`config.mk`:
```
export PLATFORM = sky130hd
export DESIGN_NAME = fmlm_top
export DESIGN_NICKNAME = d
export VERILOG_FILES = /design/src/rtl/fmlm_pkg.sv /design/src/rtl/fmlm_top.sv
export SDC_FILE = /design/constraint.sdc
export NUM_CORES = 1
export LEC_CHECK = 0
export BUFFER_PORTS_ARGS = -buffer_cell sky130_fd_sc_hd__buf_2
export CAP_MARGIN = 20
export CORE_UTILIZATION = 45
export CTS_BUF_LIST = sky130_fd_sc_hd__clkbuf_8
export CTS_CLUSTER_SIZE = 28
export DETAILED_ROUTE_END_ITERATION = 10
export PLACE_DENSITY = 0.63
export SLEW_MARGIN = 10
export SYNTH_ARGS = -nofsm -noshare
export SYNTH_HDL_FRONTEND = slang
export SYNTH_SLANG_ARGS = --single-unit
export TNS_END_PERCENT = 10
```
`constraint.sdc`:
```
create_clock -name core_clk_i -period 2.7 [get_ports core_clk_i]
set_clock_uncertainty 0.1 [all_clocks]
set_input_delay 0.54 -clock core_clk_i [delete_from_list [all_inputs] [get_ports core_clk_i]]
set_output_delay 0.54 -clock core_clk_i [all_outputs]
set_load 0.01 [all_outputs]
```
`src/rtl/fmlm_pkg.sv`:
```
package fmlm_pkg;
   localparam int CLK_HZ = 20_000_000;
   localparam int LAMP_ON_DLY_MS = 2500;
   localparam int LAMP_ON_DLY_CYC = (CLK_HZ / 1000) * LAMP_ON_DLY_MS;
   localparam int KEY_TEST_MS = 4000;
   localparam int KEY_TEST_CYC = (CLK_HZ / 1000) * KEY_TEST_MS;
   localparam int RECOG_US = 100;
   localparam int RECOG_CYC = (CLK_HZ / 1_000_000) * RECOG_US;
   localparam int K_BAUD = 10400;
   localparam int K_BIT_CYC = CLK_HZ / K_BAUD;
   localparam int NCH = 5;
   localparam int CH_IDLE_ACT = 0;
   localparam int CH_COOLANT = 1;
   localparam int CH_THROTTLE = 2;
   localparam int CH_AIR_TEMP = 3;
   localparam int CH_KNOCK = 4;
   localparam int FW = 4;
   localparam logic [FW-1:0] FREQ_INIT = 4'ha;
   localparam logic [FW-1:0] FREQ_LAST = 4'h1;
   localparam logic [FW-1:0] FREQ_ZERO = 4'h0;
   localparam int AXI_AW = 8;
   localparam int REG_STRIDE = 4;
   localparam logic [AXI_AW-1:0] REG_CTRL = 8'h00;
   localparam logic [AXI_AW-1:0] REG_IMP = 8'h04;
   localparam logic [AXI_AW-1:0] REG_STAT = 8'h08;
   localparam logic [AXI_AW-1:0] REG_ACT = 8'h0c;
   localparam logic [AXI_AW-1:0] REG_RECOV_BASE = 8'h10;
   localparam logic [AXI_AW-1:0] REG_ENTRY_BASE = 8'h30;
   localparam int CTRL_CLR_BIT = 0;
   localparam int STAT_PRES_LSB = 0;
   localparam int STAT_PERM_LSB = 8;
   localparam int STAT_VALID_LSB = 16;
   localparam int STAT_LAMP_BIT = 24;
   localparam int STAT_KTEST_BIT = 25;
   localparam int ENT_FREQ_LSB = 0;
   localparam int ENT_VALID_BIT = 4;
   localparam int ENT_PERM_BIT = 5;
   localparam int ENT_STAMP_LSB = 8;
   localparam logic [1:0] RESP_OKAY = 2'h0;
   localparam logic [1:0] RESP_SLVERR = 2'h2;
   localparam logic [7:0] CMD_READ_ERR = 8'h01;
   localparam logic [7:0] CMD_READ_PARAM = 8'h02;
   localparam logic [7:0] CMD_ACT_TEST = 8'h03;
   localparam logic [7:0] CMD_CLEAR = 8'h04;
   localparam logic [7:0] RSP_ACK = 8'h06;
   localparam logic [7:0] RSP_NAK = 8'h15;
   localparam logic [3:0] K_LAST_RX_BIT = 4'h9;
   localparam logic [3:0] K_LAST_TX_BIT = 4'h9;
   typedef enum {K_IDLE, K_RX, K_EXEC, K_TX} fmlm_kst_e;
endpackage : fmlm_pkg

```
`src/rtl/fmlm_top.sv`:
```
`timescale 1ns/1ps
module fmlm_top import fmlm_pkg::*; #(
   parameter int DW = 8,
   parameter int RECOG = RECOG_CYC,
   parameter int LAMP_DLY = LAMP_ON_DLY_CYC,
   parameter int KEY_TEST = KEY_TEST_CYC,
   parameter int KBIT = K_BIT_CYC
) (
   input wire logic core_clk_i,
   input wire logic srst_i,
   input wire logic [AXI_AW-1:0] s_axi_awaddr_i,
   input wire logic s_axi_awvalid_i,
   output logic s_axi_awready_o,
   input wire logic [31:0] s_axi_wdata_i,
   input wire logic [3:0] s_axi_wstrb_i,
   input wire logic s_axi_wvalid_i,
   output logic s_axi_wready_o,
   output logic [1:0] s_axi_bresp_o,
   output logic s_axi_bvalid_o,
   input wire logic s_axi_bready_i,
   input wire logic [AXI_AW-1:0] s_axi_araddr_i,
   input wire logic s_axi_arvalid_i,
   output logic s_axi_arready_o,
   output logic [31:0] s_axi_rdata_o,
   output logic [1:0] s_axi_rresp_o,
   output logic s_axi_rvalid_o,
   input wire logic s_axi_rready_i,
   input wire logic [NCH-1:0] fault_raw_i,
   input wire logic [NCH*DW-1:0] sensor_val_i,
   output logic [NCH*DW-1:0] used_val_o,
   output logic [NCH-1:0] subst_o,
   input wire logic key_run_position_i,
   input wire logic engine_start_i,
   output logic lamp_on_o,
   output logic [7:0] act_test_o,
   input wire logic kline_i,
   output logic kline_o,
   output logic kline_oe_o
);
   localparam int CW = $clog2(NCH);
   localparam int RW = $clog2(RECOG + 1);
   localparam int LW = $clog2(LAMP_DLY + 1);
   localparam int TW = $clog2(KEY_TEST + 1);
   localparam int KW = $clog2(KBIT + 1);

   logic [RW-1:0] rcnt [NCH];
   logic [NCH-1:0] present, present_q, rise, fall, valid, perm, imp_mask;
   logic [FW-1:0] freq [NCH];
   logic [7:0] stamp [NCH];
   logic [DW-1:0] recov [NCH];
   logic [7:0] seq;
   logic clr_all, sw_clr, k_clr;
   logic start_m, start_s, start_d, start_p;
   logic key_m, key_s, key_d, key_rise, ktest, key_end, lit, qual;
   logic [TW-1:0] kcnt;
   logic [LW-1:0] ldly;
   logic kl_m, kl_s, kl_d;
   fmlm_kst_e kst;
   logic [KW-1:0] kcyc;
   logic [3:0] bitn;
   logic [7:0] rx_sh, rx_cmd, rx_arg, rsp_byte;
   logic [9:0] tx_sh;
   logic have_cmd, ch_ok;
   logic [CW-1:0] ai;
   logic aw_hold, w_hold, do_wr, wr_ok, rd_ok;
   logic [AXI_AW-1:0] aw_addr;
   logic [31:0] w_data, rd_word;
   logic [3:0] w_strb;

   // Pin synchronisers
   always_ff @(posedge core_clk_i) begin
      if (srst_i) begin
         {start_m, start_s, start_d} <= 3'h0;
         {key_m, key_s, key_d} <= 3'h0;
         {kl_m, kl_s, kl_d} <= 3'h7;
      end else begin
         {start_m, start_s, start_d} <= {engine_start_i, start_m, start_s};
         {key_m, key_s, key_d} <= {key_run_position_i, key_m, key_s};
         {kl_m, kl_s, kl_d} <= {kline_i, kl_m, kl_s};
      end
   end
   assign start_p = start_s & ~start_d;
   assign key_rise = key_s & ~key_d;

   // Recognition time filter per channel
   always_ff @(posedge core_clk_i) begin
      for (int c = 0; c < NCH; c++) begin
         if (srst_i || !fault_raw_i[c]) begin
            rcnt[c] <= '0;
            present[c] <= 1'b0;
         end else if (rcnt[c] == RW'(RECOG - 1)) begin
            present[c] <= 1'b1;
         end else begin
            rcnt[c] <= rcnt[c] + RW'(1);
         end
      end
   end

   always_ff @(posedge core_clk_i) begin
      if (srst_i) begin
         present_q <= '0;
      end else begin
         present_q <= present;
      end
   end
   assign rise = present & ~present_q;
   assign fall = ~present & present_q;
   assign clr_all = sw_clr | k_clr;

   // Error memory records, a new detection wins over a clear
   always_ff @(posedge core_clk_i) begin
      if (srst_i) begin
         valid <= '0;
         perm <= '0;
         for (int c = 0; c < NCH; c++) begin
            freq[c] <= FREQ_ZERO;
            stamp[c] <= 8'h00;
         end
      end else begin
         for (int c = 0; c < NCH; c++) begin
            if (rise[c]) begin
               valid[c] <= 1'b1;
               perm[c] <= 1'b1;
               if (!valid[c] || clr_all) begin
                  freq[c] <= FREQ_INIT;
                  stamp[c] <= seq;
               end else if (freq[c] < FREQ_INIT) begin
                  freq[c] <= FREQ_INIT;
               end
            end else if (clr_all) begin
               valid[c] <= 1'b0;
               perm[c] <= 1'b0;
               freq[c] <= FREQ_ZERO;
            end else if (fall[c] && valid[c]) begin
               perm[c] <= 1'b0;
            end else if (start_p && valid[c] && !perm[c] && !present[c]) begin
               if (freq[c] <= FREQ_LAST) begin
                  valid[c] <= 1'b0;
                  freq[c] <= FREQ_ZERO;
               end else begin
                  freq[c] <= freq[c] - FREQ_LAST;
               end
            end
         end
      end
   end

   // Occurrence order stamp
   always_ff @(posedge core_clk_i) begin
      if (srst_i) begin
         seq <= 8'h00;
      end else if (|(rise & (~valid | {NCH{clr_all}}))) begin
         seq <= seq + 8'h01;
      end
   end

   // Recovery substitution for sensors and actuators
   always_ff @(posedge core_clk_i) begin
      if (srst_i) begin
         used_val_o <= '0;
         subst_o <= '0;
      end else begin
         for (int c = 0; c < NCH; c++) begin
            used_val_o[c*DW +: DW] <= perm[c] ? recov[c] : sensor_val_i[c*DW +: DW];
         end
         subst_o <= perm;
      end
   end

   // Key-run lamp proof window
   always_ff @(posedge core_clk_i) begin
      if (srst_i) begin
         ktest <= 1'b0;
         kcnt <= '0;
      end else if (key_rise) begin
         ktest <= 1'b1;
         kcnt <= '0;
      end else if (key_end) begin
         ktest <= 1'b0;
      end else if (ktest) begin
         kcnt <= kcnt + TW'(1);
      end
   end
   assign key_end = ktest && (kcnt == TW'(KEY_TEST - 1));

   // Lamp delay for important present faults
   assign qual = |(present & valid & imp_mask);
   always_ff @(posedge core_clk_i) begin
      if (srst_i || !qual) begin
         ldly <= '0;
         lit <= 1'b0;
      end else if (!lit) begin
         if (ldly == LW'(LAMP_DLY - 1) || key_end) begin
            lit <= 1'b1;
         end else begin
            ldly <= ldly + LW'(1);
         end
      end
   end

   always_ff @(posedge core_clk_i) begin
      if (srst_i) begin
         lamp_on_o <= 1'b0;
      end else begin
         lamp_on_o <= ktest | (qual & lit);
      end
   end

   // Tester line: command byte, argument byte, one reply byte
   always_ff @(posedge core_clk_i) begin
      if (srst_i) begin
         kst <= K_IDLE;
         kcyc <= '0;
         bitn <= 4'h0;
         rx_sh <= 8'h00;
         rx_cmd <= 8'h00;
         rx_arg <= 8'h00;
         have_cmd <= 1'b0;
         tx_sh <= '1;
      end else begin
         case (kst)
            K_IDLE: begin
               if (kl_d && !kl_s) begin
                  kst <= K_RX;
                  kcyc <= KW'(KBIT / 2);
                  bitn <= 4'h0;
               end
            end
            K_RX: begin
               if (kcyc != '0) begin
                  kcyc <= kcyc - KW'(1);
               end else begin
                  kcyc <= KW'(KBIT - 1);
                  bitn <= bitn + 4'h1;
                  if (bitn == 4'h0 && kl_s) begin
                     kst <= K_IDLE;
                  end else if (bitn == K_LAST_RX_BIT) begin
                     have_cmd <= !have_cmd;
                     if (!have_cmd) begin
                        rx_cmd <= rx_sh;
                        kst <= K_IDLE;
                     end else begin
                        rx_arg <= rx_sh;
                        kst <= K_EXEC;
                     end
                  end else begin
                     rx_sh <= {kl_s, rx_sh[7:1]};
                  end
               end
            end
            K_EXEC: begin
               tx_sh <= {1'b1, rsp_byte, 1'b0};
               kcyc <= KW'(KBIT - 1);
               bitn <= 4'h0;
               kst <= K_TX;
            end
            K_TX: begin
               if (kcyc != '0) begin
                  kcyc <= kcyc - KW'(1);
               end else begin
                  kcyc <= KW'(KBIT - 1);
                  bitn <= bitn + 4'h1;
                  tx_sh <= {1'b1, tx_sh[9:1]};
                  if (bitn == K_LAST_TX_BIT) begin
                     kst <= K_IDLE;
                  end
               end
            end
            default: kst <= K_IDLE;
         endcase
      end
   end

   assign ai = rx_arg[CW-1:0];
   assign ch_ok = (rx_arg < 8'(NCH));
   always_comb begin
      rsp_byte = RSP_NAK;
      case (rx_cmd)
         CMD_READ_ERR: if (ch_ok) rsp_byte = {valid[ai], perm[ai], present[ai], 1'b0, freq[ai]};
         CMD_READ_PARAM: if (ch_ok) rsp_byte = 8'(used_val_o[ai*DW +: DW]);
         CMD_ACT_TEST: rsp_byte = RSP_ACK;
         CMD_CLEAR: rsp_byte = RSP_ACK;
         default: rsp_byte = RSP_NAK;
      endcase
   end

   always_ff @(posedge core_clk_i) begin
      if (srst_i) begin
         k_clr <= 1'b0;
         kline_oe_o <= 1'b0;
      end else begin
         k_clr <= (kst == K_EXEC) && (rx_cmd == CMD_CLEAR);
         kline_oe_o <= (kst == K_TX) && !tx_sh[0];
      end
   end
   assign kline_o = 1'b0;

   // AXI4-Lite write channel
   assign s_axi_awready_o = !aw_hold;
   assign s_axi_wready_o = !w_hold;
   assign do_wr = aw_hold && w_hold && !s_axi_bvalid_o;
   always_ff @(posedge core_clk_i) begin
      if (srst_i) begin
         aw_hold <= 1'b0;
         w_hold <= 1'b0;
         aw_addr <= '0;
         w_data <= 32'h0;
         w_strb <= 4'h0;
      end else begin
         if (s_axi_awvalid_i && !aw_hold) begin
            aw_hold <= 1'b1;
            aw_addr <= s_axi_awaddr_i;
         end
         if (s_axi_wvalid_i && !w_hold) begin
            w_hold <= 1'b1;
            w_data <= s_axi_wdata_i;
            w_strb <= s_axi_wstrb_i;
         end
         if (do_wr) begin
            aw_hold <= 1'b0;
            w_hold <= 1'b0;
         end
      end
   end

   always_comb begin
      wr_ok = (aw_addr == REG_CTRL) || (aw_addr == REG_IMP) || (aw_addr == REG_ACT);
      for (int c = 0; c < NCH; c++) begin
         if (aw_addr == REG_RECOV_BASE + AXI_AW'(REG_STRIDE * c)) wr_ok = 1'b1;
      end
   end

   always_ff @(posedge core_clk_i) begin
      if (srst_i) begin
         s_axi_bvalid_o <= 1'b0;
         s_axi_bresp_o <= RESP_OKAY;
      end else if (do_wr) begin
         s_axi_bvalid_o <= 1'b1;
         s_axi_bresp_o <= wr_ok ? RESP_OKAY : RESP_SLVERR;
      end else if (s_axi_bready_i) begin
         s_axi_bvalid_o <= 1'b0;
      end
   end

   // Software registers and actuator test selection
   always_ff @(posedge core_clk_i) begin
      if (srst_i) begin
         sw_clr <= 1'b0;
         imp_mask <= '0;
         act_test_o <= 8'h00;
         for (int c = 0; c < NCH; c++) recov[c] <= '0;
      end else begin
         sw_clr <= do_wr && w_strb[0] && (aw_addr == REG_CTRL) && w_data[CTRL_CLR_BIT];
         if (do_wr && w_strb[0] && aw_addr == REG_IMP) imp_mask <= w_data[NCH-1:0];
         if (do_wr && w_strb[0] && aw_addr == REG_ACT) begin
            act_test_o <= w_data[7:0];
         end else if (kst == K_EXEC && rx_cmd == CMD_ACT_TEST) begin
            act_test_o <= rx_arg;
         end
         for (int c = 0; c < NCH; c++) begin
            if (do_wr && w_strb[0] && aw_addr == REG_RECOV_BASE + AXI_AW'(REG_STRIDE * c)) begin
               recov[c] <= w_data[DW-1:0];
            end
         end
      end
   end

   // AXI4-Lite read channel
   assign s_axi_arready_o = !s_axi_rvalid_o;
   always_comb begin
      rd_word = 32'h0;
      rd_ok = 1'b1;
      if (s_axi_araddr_i == REG_CTRL) begin
         rd_word = 32'h0;
      end else if (s_axi_araddr_i == REG_IMP) begin
         rd_word[NCH-1:0] = imp_mask;
      end else if (s_axi_araddr_i == REG_STAT) begin
         rd_word[STAT_PRES_LSB +: NCH] = present;
         rd_word[STAT_PERM_LSB +: NCH] = perm;
         rd_word[STAT_VALID_LSB +: NCH] = valid;
         rd_word[STAT_LAMP_BIT] = lamp_on_o;
         rd_word[STAT_KTEST_BIT] = ktest;
      end else if (s_axi_araddr_i == REG_ACT) begin
         rd_word[7:0] = act_test_o;
      end else begin
         rd_ok = 1'b0;
      end
      for (int c = 0; c < NCH; c++) begin
         if (s_axi_araddr_i == REG_RECOV_BASE + AXI_AW'(REG_STRIDE * c)) begin
            rd_word[DW-1:0] = recov[c];
            rd_ok = 1'b1;
         end
         if (s_axi_araddr_i == REG_ENTRY_BASE + AXI_AW'(REG_STRIDE * c)) begin
            rd_word[ENT_FREQ_LSB +: FW] = freq[c];
            rd_word[ENT_VALID_BIT] = valid[c];
            rd_word[ENT_PERM_BIT] = perm[c];
            rd_word[ENT_STAMP_LSB +: 8] = stamp[c];
            rd_ok = 1'b1;
         end
      end
   end

   always_ff @(posedge core_clk_i) begin
      if (srst_i) begin
         s_axi_rvalid_o <= 1'b0;
         s_axi_rdata_o <= 32'h0;
         s_axi_rresp_o <= RESP_OKAY;
      end else if (s_axi_arvalid_i && !s_axi_rvalid_o) begin
         s_axi_rvalid_o <= 1'b1;
         s_axi_rdata_o <= rd_word;
         s_axi_rresp_o <= rd_ok ? RESP_OKAY : RESP_SLVERR;
      end else if (s_axi_rready_i) begin
         s_axi_rvalid_o <= 1'b0;
      end
   end

   for (genvar g = 0; g < NCH; g++) begin : g_chk

   end
endmodule : fmlm_top

```
Word level (Yosys, flattened, before mapping). Memory sizes are Yosys's and may differ from the RTL's. A register that Yosys moved wholly into a read port is not among the register bits. Cells that the tools add are included.

Register bits: 284. RAM bits: 155. Output and inout port bits: 97. Memories kept: 4. Bits of input ports: 107. Logic and storage cells: 676.

Memories: rcnt (depth 5, bits a word 11, read ports 5, clocked after Yosys merged registers in 0, write ports 5, RTL line fmlm_top.sv:46) `logic [RW-1:0] rcnt [NCH];`; recov (depth 5, bits a word 8, read ports 5, clocked after Yosys merged registers in 0, write ports 5, RTL line fmlm_top.sv:50) `logic [DW-1:0] recov [NCH];`; stamp (depth 5, bits a word 8, read ports 5, clocked after Yosys merged registers in 0, write ports 5, RTL line fmlm_top.sv:49) `logic [7:0] stamp [NCH];`; freq (depth 5, bits a word 4, read ports 6, clocked after Yosys merged registers in 1, write ports 5, RTL line fmlm_top.sv:48) `logic [FW-1:0] freq [NCH];`.

$lt $le $gt $ge: 12. Bitwise gates (word level): 63. Reduce and logical (&&, ||, !) cells: 130. $add $sub $neg: 15. Eq/ne operators: 48. Multiplexer cells: 347. Shifts and indexed selects: 1.

Operators with widths (count): $mux 8 (34); $mux 1 (243); $mux 32 (6); $pmux 32 s4 (1); $mux 4 (27); $mux 11 (7); $eq 32x2->1 const B (2); $eq 32x3->1 const B (2); $eq 8x5->1 const B (8); $add 11x1->11 const B (5); $eq 11x11->1 const B (5); $eq 8x6->1 const B (6); $reduce_bool 3->1 (16); $or 1x1->1 (42); $logic_and 1x1->1 (41); $shiftx 40x7->8 (1); $pmux 11 s3 (1); $eq 32x1->1 const B (1); $logic_not 32->1 (1); $mux 5 (6); $mux 6 (5); $logic_not 1->1 (28); $add 27x1->27 const B (1); $eq 27x27->1 const B (1); 42 further kinds (126).

Logic depth before layout (Yosys ltp).
Word-level depth: 18. Mapped depth: 9.

Worst setup path after synthesis. No wires, ideal clock.

Path kind: register to register. Start point: register aw_addr[6]. End point: memory recov[1][2], in the netlist recov[0][10], enable pin. Setup slack: 0.246 ns. Clock period less this slack: 2.454 ns. Data arrival time: 1.970 ns. Required time: 2.216 ns. Buffers on the path: 0. Stages on the path, launching flop included: 7. Cell sequence: dfxtp_1 -> or2_2 -> nor4_1 -> nand2_1 -> nor3_1 -> nand2_1 -> o21ai_0.

RTL lines: start: declaration (RTL line fmlm_top.sv:66) `logic [AXI_AW-1:0] aw_addr;`; start signal: assignment (RTL line fmlm_top.sv:312) `aw_addr <= s_axi_awaddr_i;`; end: declaration (RTL line fmlm_top.sv:50).

==> flow_summary_export.csv <==
group,metric,value,unit
run_status,status,"complete, no violations",
logic_synthesis,synth_top_cell_by_area,"dfxtp_1",
critical_path,cp-end-kind,"flip-flop",
critical_path,ff2ff_setup_slack,0.19,ns
grt,antenna_found_initial,6,
routing,drt-pass1-iter-count,5,
power_and_ir_drop,finalPower,13600,µW
clock_network,clock_path_buffers,3,
logic_synthesis,synth_seq_area_share,0.511,
logic_synthesis,async_reset_ff_frac,0,
floorplan,die_h,208,µm
logic_synthesis,synthCells,1933,
power_and_ir_drop,p_int,10300,µW
logic_synthesis,syn_avg_cell_area,9.87,µm²
finish,fin_util,0.540,
critical_path,slowest_delay,0.61,ns
routing,ant_nets,0,
critical_path,cp-startpoint,"valid[0]$_SDFFE_PP0P_",
worst_hold_path,holdCritPathClass,"primary input to flip-flop",
clock_network,tritoncts,"done",
logic_synthesis,ys_ff_latch,409,
clock_network,clock-sinks,409,
finish,fin_nets,2312,
sta,fin_setup_tns,0,ns
critical_path,critical_path.max_fanout,7,
power_and_ir_drop,p_sw_frac,0.243,
logic_synthesis,synth.area.top_cells,"dfxtp_1, edfxtp_1, nor2_1",
routing,drcViolationCount,0,
routing,num_vias,15567,
clock_network,cts.clk_slew.worst_paths,0.06,ns
sta,relSlewSlack,0.352,
sta,worst_pin_slew,0.965,ns
routing,routedWlPerCell,19.2,µm
routing,drt_iter0_drc,1288,
power_and_ir_drop,vdd_drop_max,341,µV
logic_synthesis,yosysUniqueCellTypes,81,
logic_synthesis,synth.yosys.warnings,0,
finish,layout-drive-gt1-share,0.179,
worst_hold_path,hp-start,"s_axi_wstrb_i[0]",
clock_network,root_buffer,"clkbuf_8",
critical_path,r2r-end,"freq[2][1]$_SDFFCE_PP0P_",
place,gp_congestion,0.900,
critical_path,crit_required,2.98,ns
clock_network,cts_made_buffers,72,
worst_hold_path,min_to,"w_strb[0]$_SDFFE_PP0P_",
finish,synthToLayoutAreaGrowth,18.5,%
power_and_ir_drop,p_leak,0.00878,µW
floorplan,fp.coreArea,41900,µm²
finish,layout_common_cells,"nor2_1, dfxtp_1, buf_2, edfxtp_1, nand2_1",
place,port-buffer-count,164,
power_and_ir_drop,combPwrFrac,0.068,
critical_path,start_kind,"flip-flop",
sta,hold_viol,0,
grt,overflow,0,
critical_path,critPathKind,"flip-flop to flip-flop",
critical_path,crit_arrival,2.79,ns
finish,layout_commonest_cell,"nor2_1",
floorplan,io_pins,204,
floorplan,rows,75,
critical_path,rr_worst_depth,6,
finish,fillCellCount,3796,
place,dp_hpwl,38.2,mm
sta,hold_ws,0.0409,ns
routing,vias_per_cell,5.60,
sta,slew_viol_final,0,
power_and_ir_drop,cellPowerDensity,604,nW/µm²
power_and_ir_drop,clkPwrFrac,0.442,
sta,fmax,399,MHz
routing,drt-total-wl,53.5,mm
sta,post-route-min-period,2.51,ns
sta,post-route-period-util,0.928,
grt,grt_max_degree,56,
critical_path,cp_slowest_cell,"dfxtp_1",
critical_path,worstPathCellList,"o211ai_1 > o32ai_1 > a21oi_1 > or3_1 > buf_4 > o2bb2ai_1",
grt,grt_first_pass_wirelength,83.7,mm
sta,rsz0062_at_grt,"false",
power_and_ir_drop,power_frac_seq,0.489,
grt,grt_use_total,0.247,
sta,setup_viol,0,
floorplan,die_x,208,µm
logic_synthesis,synth-edff-count,155,
logic_synthesis,synth_area,19100,µm²
flow_run,max_cap_viol_count,0,
logic_synthesis,yosys.area.top_type_share,0.267,
clock_network,clk_latency,0.65,ns
floorplan,die_area,43200,µm²
floorplan,start_util,0.456,
clock_network,h-tree-depth,3,
critical_path,reg2reg_from,"valid[0]$_SDFFE_PP0P_",
clock_network,postCtsSetupBuffers,0,
worst_hold_path,hold_path_depth,3,
grt,grt_pass1_vias,14978,
logic_synthesis,ys.flop_type,"dfxtp_1",
power_and_ir_drop,netSwitchingPower,3310,µW
==> final cells by class <==
class | count | area [µm²] | area share
antenna | 3 | 7.51 | 0.000332
clock buffer | 80 | 1100 | 0.0487
clock inverter | 52 | 422 | 0.0187
inverter | 45 | 169 | 0.00748
multi-input combinational | 1376 | 8710 | 0.385
sequential | 409 | 9740 | 0.431
tap | 539 | 674 | 0.0298
timing repair buffer | 278 | 1780 | 0.0786
==> metal layers <==
metal  up-vias  wire length [µm]  share of wire  GRT usage
li1       7427                 -              -          -
met1      7468             23500           0.44      0.326
met2       561             24500           0.46      0.394
met3       107              3900          0.073     0.0607
met4         4              1550          0.029     0.0937
met5         -                31        0.00058          0
==> worst max-delay path, delay by kind of cell (launching register included) <==
kind | cells | cell delay (ns)
AOI/OAI and AO/OA | 4 | 0.80
DFF | 1 | 0.61
buffers and inverters | 1 | 0.21
and+or+nand+nor | 1 | 0.52
==> cells by family (layout without fill, tap and decap cells) <==
group,count (synthesis),after routing,synth area share
AND/OR/NAND/NOR,806,806,0.210
flip-flops,409,409,0.511
other,1,15,0.000197
AO/OA/AOI/OAI,301,301,0.103
adder cells (fa/ha/maj),23,23,0.0151
XOR/XNOR,116,116,0.0533
buffers and inverters,159,455,0.0354
multiplexers,118,118,0.0728
==> power by group through the flow <==
stage	Combinational, µW	Clock (µW)	Sequential [µW]
detailed placement	888	0	6810
floorplan	550	0	6780
global route	1020	6460	6690
finish	930	6040	6680
global placement	875	0	6800
CTS	924	6180	6670
==> worst max-delay path by stage <==
stage                                          endpoint  slack [ns]  cells after the start
after floorplan                  recov[0][10]$_DFFE_PP_        0.25                      6
after global placement    s_axi_rdata_o[9]$_SDFFE_PP0P_        0.22                      6
after detailed placement  s_axi_rdata_o[3]$_SDFFE_PP0P_        0.19                      7
after CTS                        recov[0][27]$_DFFE_PP_        0.23                      6
after global routing              recov[0][2]$_DFFE_PP_        0.03                      6
final                          freq[2][1]$_SDFFCE_PP0P_        0.19                      6
==> state kept, by name, indices dropped and copies added (netlist names), 9 cells and up, named ones only <==
register,cells
rcnt,55
recov,40
s_axi_rdata_o,23
kcyc,11
ldly,26
kcnt,27
stamp,40
used_val_o,40
tx_sh,9
freq,20
==> Yosys cell counts, types with 9 or more instances <==
library cell	number
ha_1	23
o2bb2ai_1	10
buf_2	15
buf_1	19
o221ai_1	9
inv_1	44
nand3_1	84
and3_1	38
buf_4	12
o22ai_1	17
xor2_1	54
mux2i_1	97
nor2_1	305
nand2b_1	20
a21oi_1	94
nand4_1	36
nor3_1	52
mux4_2	16
nor2b_1	38
nor4_1	10
and4_1	10
nand2_1	132
edfxtp_1	155
a211oi_1	21
clkbuf_1	66
o21ai_0	52
and2_1	15
o21a_1	11
o211ai_1	13
dfxtp_1	254
xnor2_1	62
==> per-stage QoR <==
stage | instances | setup slack (ns) | area [µm²]
after floorplan | 1944 | 0.246 | 19100
after global placement | 2617 | 0.222 | 20800
after detailed placement | 2618 | 0.194 | 20800
after CTS | 2778 | 0.231 | 22600
after global routing | 2781 | 0.0262 | 22600
final | 2782 | 0.195 | 22600
==> repair_timing <==
action,CTS,global route
endpoints found under the hold margin,28,0
resized for setup,0,1
hold buffers,28,0
endpoints found under the setup margin,0,8
No activity file was read; power rests on OpenSTA's default activity.
